$ cat config.mk
export PLATFORM = sky130hd
export DESIGN_NAME = brv_top
export DESIGN_NICKNAME = d
export VERILOG_FILES = /design/src/brv_pkg.sv /design/src/brv_rail.sv /design/src/brv_top.sv
export SDC_FILE = /design/constraint.sdc
export NUM_CORES = 1
export LEC_CHECK = 0
export BUFFER_PORTS_ARGS = -buffer_cell sky130_fd_sc_hd__buf_2
export CORE_ASPECT_RATIO = 2
export CORE_MARGIN = 5
export CORE_UTILIZATION = 54
export CTS_CLUSTER_SIZE = 25
export DETAILED_ROUTE_END_ITERATION = 12
export GPL_TIMING_DRIVEN = 0
export PLACE_DENSITY = 0.79
export SLEW_MARGIN = 20
export SYNTH_ARGS = -nofsm -noshare
export SYNTH_HDL_FRONTEND = slang
export SYNTH_HIERARCHICAL = 1
export SYNTH_SLANG_ARGS = --single-unit
$ cat constraint.sdc
create_clock -name clk -period 1.5 [get_ports clk]
set_input_delay 0.3 -clock clk [delete_from_list [all_inputs] [get_ports clk]]
set_output_delay 0.3 -clock clk [all_outputs]
set_load 0.01 [all_outputs]
$ cat src/brv_pkg.sv
// brv_pkg: constants and carrier types for the buck rail mode/vid block
// assumes: included ahead of every other file of the block
`default_nettype none

package brv_pkg;

    // register offsets
    localparam logic [7:0] ADDR_VID_OVR = 8'h33;
    localparam logic [7:0] ADDR_GFX_CTRL = 8'h36;
    localparam logic [7:0] ADDR_MEM_CTRL = 8'h37;
    localparam logic [7:0] ADDR_MEM_CUR = 8'h3c;

    // values after reset
    localparam logic [7:0] RST_CTRL = 8'h04;
    localparam logic [7:0] RST_VID_OVR = 8'h7f;
    localparam logic [7:0] RST_MEM_CUR = 8'h00;

    // field positions and widths
    localparam int STATE_LSB = 0;
    localparam int EXIT_LSB = 3;
    localparam int FLD_W = 3;
    localparam int CTRL_W = 6;
    localparam int OVR_BIT = 7;
    localparam int VID_W = 7;

    // operating state codes
    localparam logic [2:0] ST_OFF = 3'h4;
    localparam logic [2:0] ST_PFM = 3'h5;
    localparam logic [2:0] ST_SKIP = 3'h6;
    localparam logic [2:0] ST_PWM = 3'h7;

    // output step of one vid code, in microvolts
    localparam int VID_STEP_UV = 12500;

    // pin synchroniser depth
    localparam int SYNC_STAGES = 2;

    typedef struct packed {
        logic off;
        logic pfm;
        logic skip;
        logic pwm;
    } brv_mode_t;

    typedef struct packed {
        logic wr;
        logic rd;
        logic [7:0] addr;
        logic [7:0] wdata;
    } brv_req_t;

    localparam brv_mode_t MODE_OFF = '{off: 1'b1, pfm: 1'b0, skip: 1'b0,
                                       pwm: 1'b0};

    function automatic brv_mode_t brv_decode(input logic [2:0] st);
        brv_mode_t m;
        m.off = (st == ST_OFF);
        m.pfm = (st == ST_PFM);
        m.skip = (st == ST_SKIP);
        m.pwm = (st == ST_PWM);
        return m;
    endfunction : brv_decode

endpackage : brv_pkg

`default_nettype wire

$ cat src/brv_rail.sv
// brv_rail: one buck rail control register, standby-exit copy, mode decode,
// discharge and over-current fault/limit
// assumes: all inputs already on clk; exit_pulse is one cycle wide
`default_nettype none

module brv_rail
    import brv_pkg::*;
(
    input wire logic clk,
    input wire logic rst_n,
    input wire logic ce,
    input wire logic wr_en,
    input wire logic [7:0] wdata,
    input wire logic exit_pulse,
    input wire logic oc,
    output logic [CTRL_W-1:0] ctrl_r,
    output brv_mode_t mode_r,
    output logic discharge_r,
    output logic limit_r,
    output logic fault_r
);

    logic [FLD_W-1:0] exit_fld;
    logic exit_copy;
    logic [CTRL_W-1:0] ctrl_wr;
    logic [CTRL_W-1:0] ctrl_nxt;
    brv_mode_t mode_nxt;

    assign exit_fld = ctrl_r[EXIT_LSB +: FLD_W];
    // codes 4..7 copy, 0..3 do not
    assign exit_copy = exit_pulse & exit_fld[2];
    // bits 7:6 never stored
    assign ctrl_wr = wr_en ? wdata[CTRL_W-1:0] : ctrl_r;
    assign ctrl_nxt = exit_copy ? {ctrl_wr[CTRL_W-1:FLD_W], exit_fld}
                                : ctrl_wr;
    assign mode_nxt = brv_decode(ctrl_nxt[STATE_LSB +: FLD_W]);

    always_ff @(posedge clk or negedge rst_n)
    begin
        if (!rst_n)
        begin
            ctrl_r <= RST_CTRL[CTRL_W-1:0];
            mode_r <= MODE_OFF;
            discharge_r <= 1'b1;
            limit_r <= 1'b0;
            fault_r <= 1'b0;
        end
        else if (ce)
        begin
            ctrl_r <= ctrl_nxt;
            mode_r <= mode_nxt;
            discharge_r <= mode_nxt.off;
            limit_r <= oc & ~mode_nxt.off;
            fault_r <= oc;
        end
    end
endmodule : brv_rail

`default_nettype wire

$ cat src/brv_top.sv
// brv_top: graphics and memory buck rail control/status register bank
// assumes: req comes from the spi front end on clk; pins are asynchronous
`default_nettype none

module brv_top
    import brv_pkg::*;
#(
    parameter int CUR_W = 8
)
(
    input wire logic clk,
    input wire logic rst_n,
    input wire logic ce,
    input wire brv_req_t req,
    output logic [7:0] rdata_r,
    output logic rvalid_r,
    input wire logic standby_exit_pin,
    input wire logic [VID_W-1:0] voltage_id_code,
    input wire logic gfx_vid_latch,
    input wire logic gfx_oc,
    input wire logic mem_oc,
    input wire logic mem_cur_valid,
    input wire logic [CUR_W-1:0] mem_cur_data,
    output brv_mode_t gfx_mode_r,
    output brv_mode_t mem_mode_r,
    output logic gfx_discharge_r,
    output logic mem_discharge_r,
    output logic gfx_limit_r,
    output logic mem_limit_r,
    output logic graphics_rail_fault_r,
    output logic memory_rail_fault_r,
    output logic regulator_fault_irq_r,
    output logic [VID_W-1:0] graphics_rail_voltage_code_r
);

    localparam int PIN_W = VID_W + 4;

    logic [PIN_W-1:0] pin_meta_r;
    logic [PIN_W-1:0] pin_sync_r;
    logic exit_d_r;
    logic [VID_W-1:0] pin_code_r;
    logic [7:0] vid_ovr_r;
    logic [CUR_W-1:0] mem_cur_r;
    logic [CTRL_W-1:0] gfx_ctrl;
    logic [CTRL_W-1:0] mem_ctrl;

    logic exit_s;
    logic latch_s;
    logic gfx_oc_s;
    logic mem_oc_s;
    logic [VID_W-1:0] vid_s;
    logic exit_pulse;
    logic wr_vid;
    logic wr_gfx;
    logic wr_mem;
    logic [7:0] rd_mux;
    logic [VID_W-1:0] code_nxt;

    assign {exit_s, latch_s, gfx_oc_s, mem_oc_s, vid_s} = pin_sync_r;
    assign exit_pulse = exit_s & ~exit_d_r;

    // register decode
    assign wr_vid = req.wr && req.addr == ADDR_VID_OVR;
    assign wr_gfx = req.wr && req.addr == ADDR_GFX_CTRL;
    assign wr_mem = req.wr && req.addr == ADDR_MEM_CTRL;

    assign rd_mux = (req.addr == ADDR_VID_OVR) ? vid_ovr_r :
                    (req.addr == ADDR_GFX_CTRL) ? {2'h0, gfx_ctrl} :
                    (req.addr == ADDR_MEM_CTRL) ? {2'h0, mem_ctrl} :
                    (req.addr == ADDR_MEM_CUR) ? 8'(mem_cur_r) :
                    8'h00;

    // applied code: register when override set, else latched pins
    assign code_nxt = vid_ovr_r[OVR_BIT] ? vid_ovr_r[VID_W-1:0]
                                         : pin_code_r;

    always_ff @(posedge clk or negedge rst_n)
    begin
        if (!rst_n)
        begin
            pin_meta_r <= '0;
            pin_sync_r <= '0;
            exit_d_r <= 1'b0;
        end
        else if (ce)
        begin
            pin_meta_r <= {standby_exit_pin, gfx_vid_latch, gfx_oc, mem_oc,
                           voltage_id_code};
            pin_sync_r <= pin_meta_r;
            exit_d_r <= exit_s;
        end
    end

    always_ff @(posedge clk or negedge rst_n)
    begin
        if (!rst_n)
        begin
            pin_code_r <= RST_VID_OVR[VID_W-1:0];
            vid_ovr_r <= RST_VID_OVR;
            graphics_rail_voltage_code_r <= RST_VID_OVR[VID_W-1:0];
        end
        else if (ce)
        begin
            if (latch_s)
                pin_code_r <= vid_s;
            if (wr_vid)
                vid_ovr_r <= req.wdata;
            graphics_rail_voltage_code_r <= code_nxt;
        end
    end

    always_ff @(posedge clk or negedge rst_n)
    begin
        if (!rst_n)
        begin
            mem_cur_r <= RST_MEM_CUR[CUR_W-1:0];
            rdata_r <= 8'h00;
            rvalid_r <= 1'b0;
            regulator_fault_irq_r <= 1'b0;
        end
        else if (ce)
        begin
            if (mem_cur_valid)
                mem_cur_r <= mem_cur_data;
            rdata_r <= req.rd ? rd_mux : 8'h00;
            rvalid_r <= req.rd;
            regulator_fault_irq_r <= gfx_oc_s | mem_oc_s;
        end
    end

    brv_rail u_gfx (
        .clk(clk),
        .rst_n(rst_n),
        .ce(ce),
        .wr_en(wr_gfx),
        .wdata(req.wdata),
        .exit_pulse(exit_pulse),
        .oc(gfx_oc_s),
        .ctrl_r(gfx_ctrl),
        .mode_r(gfx_mode_r),
        .discharge_r(gfx_discharge_r),
        .limit_r(gfx_limit_r),
        .fault_r(graphics_rail_fault_r)
    );

    brv_rail u_mem (
        .clk(clk),
        .rst_n(rst_n),
        .ce(ce),
        .wr_en(wr_mem),
        .wdata(req.wdata),
        .exit_pulse(exit_pulse),
        .oc(mem_oc_s),
        .ctrl_r(mem_ctrl),
        .mode_r(mem_mode_r),
        .discharge_r(mem_discharge_r),
        .limit_r(mem_limit_r),
        .fault_r(memory_rail_fault_r)
    );
endmodule : brv_top

`default_nettype wire

==> reports/metrics.yaml <==
clocking:
  cts.htree.levels: 3
  cts-buffers-inserted: 9
  clk_latency_ps: 340
  path_clk_slew_ps: 70
  clkSinkCount: 87
  clock-root-buffer: "clkbuf_16"
  clock_path_buffers: 2
  cts_tree: "built"
layout:
  drive_gt1_frac: 0.547
  postLayoutCellArea_um2: 4830
  n_fill_cell: 523
  final_core_util: 0.690
  syn2layout_area_growth_pct: 24.1
  multiInputGateArea_um2: 1590
  seq_area_um2: 2210
  final_nets: 429
  antennaDiodeCount: 0
die:
  ios: 72
  dieHeight_um: 130
  start_util: 0.556
  die_area_um2: 9100
  coreArea_um2: 6990
  fp-row-count: 43
  chipWidth_um: 70.0
drt:
  drc: 0
  firstDrtPassIters: 5
  post_drt_wl_per_cell_um: 17.6
  postRouteAntennaNets: 0
  wl_um: 8510
  via_count: 2644
  vias_per_cell: 5.47
  drtIter0Drc: 103
global_route:
  grt_pass1_wl_um: 13800
  antenna_found_initial: 0
  grt_max_degree: 62
  track_usage: 0.196
  grt_pass1_vias: 2795
  grt-ovfl-total: 0
timing:
  rsz0062_at_grt: "yes"
  slew_violations: 0
  hold-worst-slack_ps: 189
  finalSetupViolCount: 2
  min_period_ps: 1520
  setup_ws_ps: -15.9
  fmax_mhz: 660
  fin_skew_ps: 7.97
  hold_viol: 0
  slew_headroom: 0.624
  final.period_utilization: 1.01
  tightestPinTransition_ps: 564
  fin_tns_setup_ps: -19.7
yosys:
  synthFlopType: "dfrtp_1"
  synth_common_cells: "dfrtp_1, mux2_2, dfstp_2, inv_1, nor2_1"
  netlist_top_cells_area: "dfrtp_1, dfstp_2, mux2_2"
  synth-async-reset-ratio: 1.00
  yosys_warnings: 6
  synth_nets: 345
  synth_edf_count: 0
  ys_seq_area_frac: 0.568
  yosysTopAreaCell: "dfrtp_1"
  synth.distinct_cells: 38
  syn_avg_cell_area_um2: 12.8
  synth-seq-cells: 87
  syn_area_um2: 3890
  synth_most_common_cell: "dfrtp_1"
  postSynthCellCount: 304
  synth_top_area_share: 0.399
flow_run:
  cap_violations: 0
worst_setup_path:
  crit_family: "simple AND/OR/NAND/NOR gates"
  path_cells: "buf_6 > and4bb_4 > nand3_4 > nor2b_2 > buf_6 > mux2i_2 > o21ai_2 > nor3_2 > mux2_2"
  cp_max_fo: 5
  cp-start-kind: "input port"
  required_ps: 1780
  worst-endpoint-arrival_ps: 1800
  rrSetupSlack_ps: 0
  endpoint_kind: "flip-flop"
  slowest_stage: "and4bb_4"
  cpMostUsedCell: "buf_6"
  path_class: "in2reg"
  path_buf_inv: 2
  critPathMaxStageDelay_ps: 340
power:
  max-vdd-ir-drop_v: 0.00119
  powerDensity_nw_per_um2: 1400
  power.leakage_nw: 2.20
placement:
  io_buffer_count: 69
  dp_worst_setup_slack_ps: -459
  hpwlAfterDp_um: 6380
  dpl_cell_area_um2: 4410
  gp_congestion: 0.842
status:
  status: "finished, violations left"
  violations: "negative setup slack"
worst_hold_path:
  hold_path_class: "in2reg"
[cells in the final DEF (no fill, tap or decap), types with 2 or more instances in the layout]
master / n
dfstp_2: 25
nor2_1: 17
bufinv_16: 2
mux2_4: 2
nand2_1: 13
o32ai_1: 7
a2bb2oi_1: 6
buf_2: 72
a21oi_1: 12
nor2b_2: 3
clkinv_2: 3
buf_6: 5
a211oi_4: 2
clkbuf_1: 2
nand3_4: 2
o2bb2ai_1: 4
o21ai_0: 8
nand2_2: 4
and2_4: 2
mux2i_2: 3
o21ai_2: 4
o22ai_1: 2
nor2b_4: 2
nand3_1: 4
mux2i_1: 8
mux2_2: 53
a211o_2: 2
o22a_1: 2
inv_1: 19
nor3_2: 2
dfrtp_1: 62
clkbuf_16: 9
a32oi_1: 2
a21o_1: 4
buf_4: 8
[stage by stage]
| step | std cells | power, W |
|---|---|---|
| after floorplan | 304 | 0.00385 |
| after CTS | 483 | 0.00677 |
| after detailed placement | 464 | 0.00435 |
| final | 483 | 0.00675 |
| after global placement | 463 | 0.00429 |
| after global routing | 483 | 0.00704 |
[worst register-to-register path: cells and delay by family (launching register included)]
kind	cells	cell delay [ps]
AO/OA/AOI/OAI	1	110
flip-flops	1	380
multiplexers	1	180
AND/OR/NAND/NOR	3	790
[where the power goes]
group	total, W	switching, W	leakage (nW)	internal (W)
combinational	0.00126	0.000613	0.998	0.000646
clock	0.00239	0.000890	0.162	0.00150
sequential	0.00310	0.000258	1.04	0.00284
[registers in the layout, indices dropped and copies added, names as in the netlist, 4 cells and up]
register and flops:
graphics_rail_voltage_code_r 7, vid_ovr_r 8, mem_cur_r 8, rdata_r 8
u_mem/mode_r 4, u_mem/ctrl_r 6, pin_sync_r 11, pin_meta_r 11
u_gfx/mode_r 4, u_gfx/ctrl_r 6, pin_code_r 7
[layer usage]
metal  vias up  GRT usage  routed length (um)
met3        14     0.0470                 318
met1      1334      0.205                3060
met5         -          0                   0
met2        55      0.373                4960
li1       1241          -                   -
met4         0     0.0745                 175
[kinds of logic (layout without fill, tap and decap cells)]
kind of cell | Yosys count | count (layout) | synth area share
buffers and inverters | 35 | 124 | 0.0470
and+or+nand+nor | 56 | 56 | 0.0824
AOI/OAI and AO/OA | 59 | 59 | 0.112
muxes | 67 | 67 | 0.191
DFF | 87 | 87 | 0.568
[timing repair]
| action | CTS | global route |
|---|---|---|
| setup endpoints to repair | 13 | 9 |
| setup buffers | 3 | 0 |
| resized for setup | 6 | 7 |
| pin swaps | 6 | 6 |
| hold endpoints to repair | 22 | 0 |
| hold buffers | 1 | 0 |
[area by class of cell]
class / instances / share of cell area
multi-input combinational: 182 / 0.329
timing repair buffer: 74 / 0.0858
clock buffer: 10 / 0.0495
tap: 90 / 0.0233
buffer: 15 / 0.0223
clock inverter: 6 / 0.0174
sequential: 87 / 0.458
inverter: 19 / 0.0148
[path summary, 6_finish.rpt]
path / endpoint / startpoint / cells past startpoint
max reg2reg: u_mem/mode_r[3] / pin_sync_r[10] / 5
max: u_gfx/mode_r[3] / req[15] / 9
min in group asynchronous: u_gfx/fault_r / rst_n / 2
min: mem_cur_r[1] / mem_cur_data[1] / 2
min reg2reg: u_gfx/mode_r[2] / u_gfx/mode_r[2] / 2
max in group asynchronous: graphics_rail_voltage_code_r[4] / rst_n / 3
No activity file was read; power rests on OpenSTA's default activity.
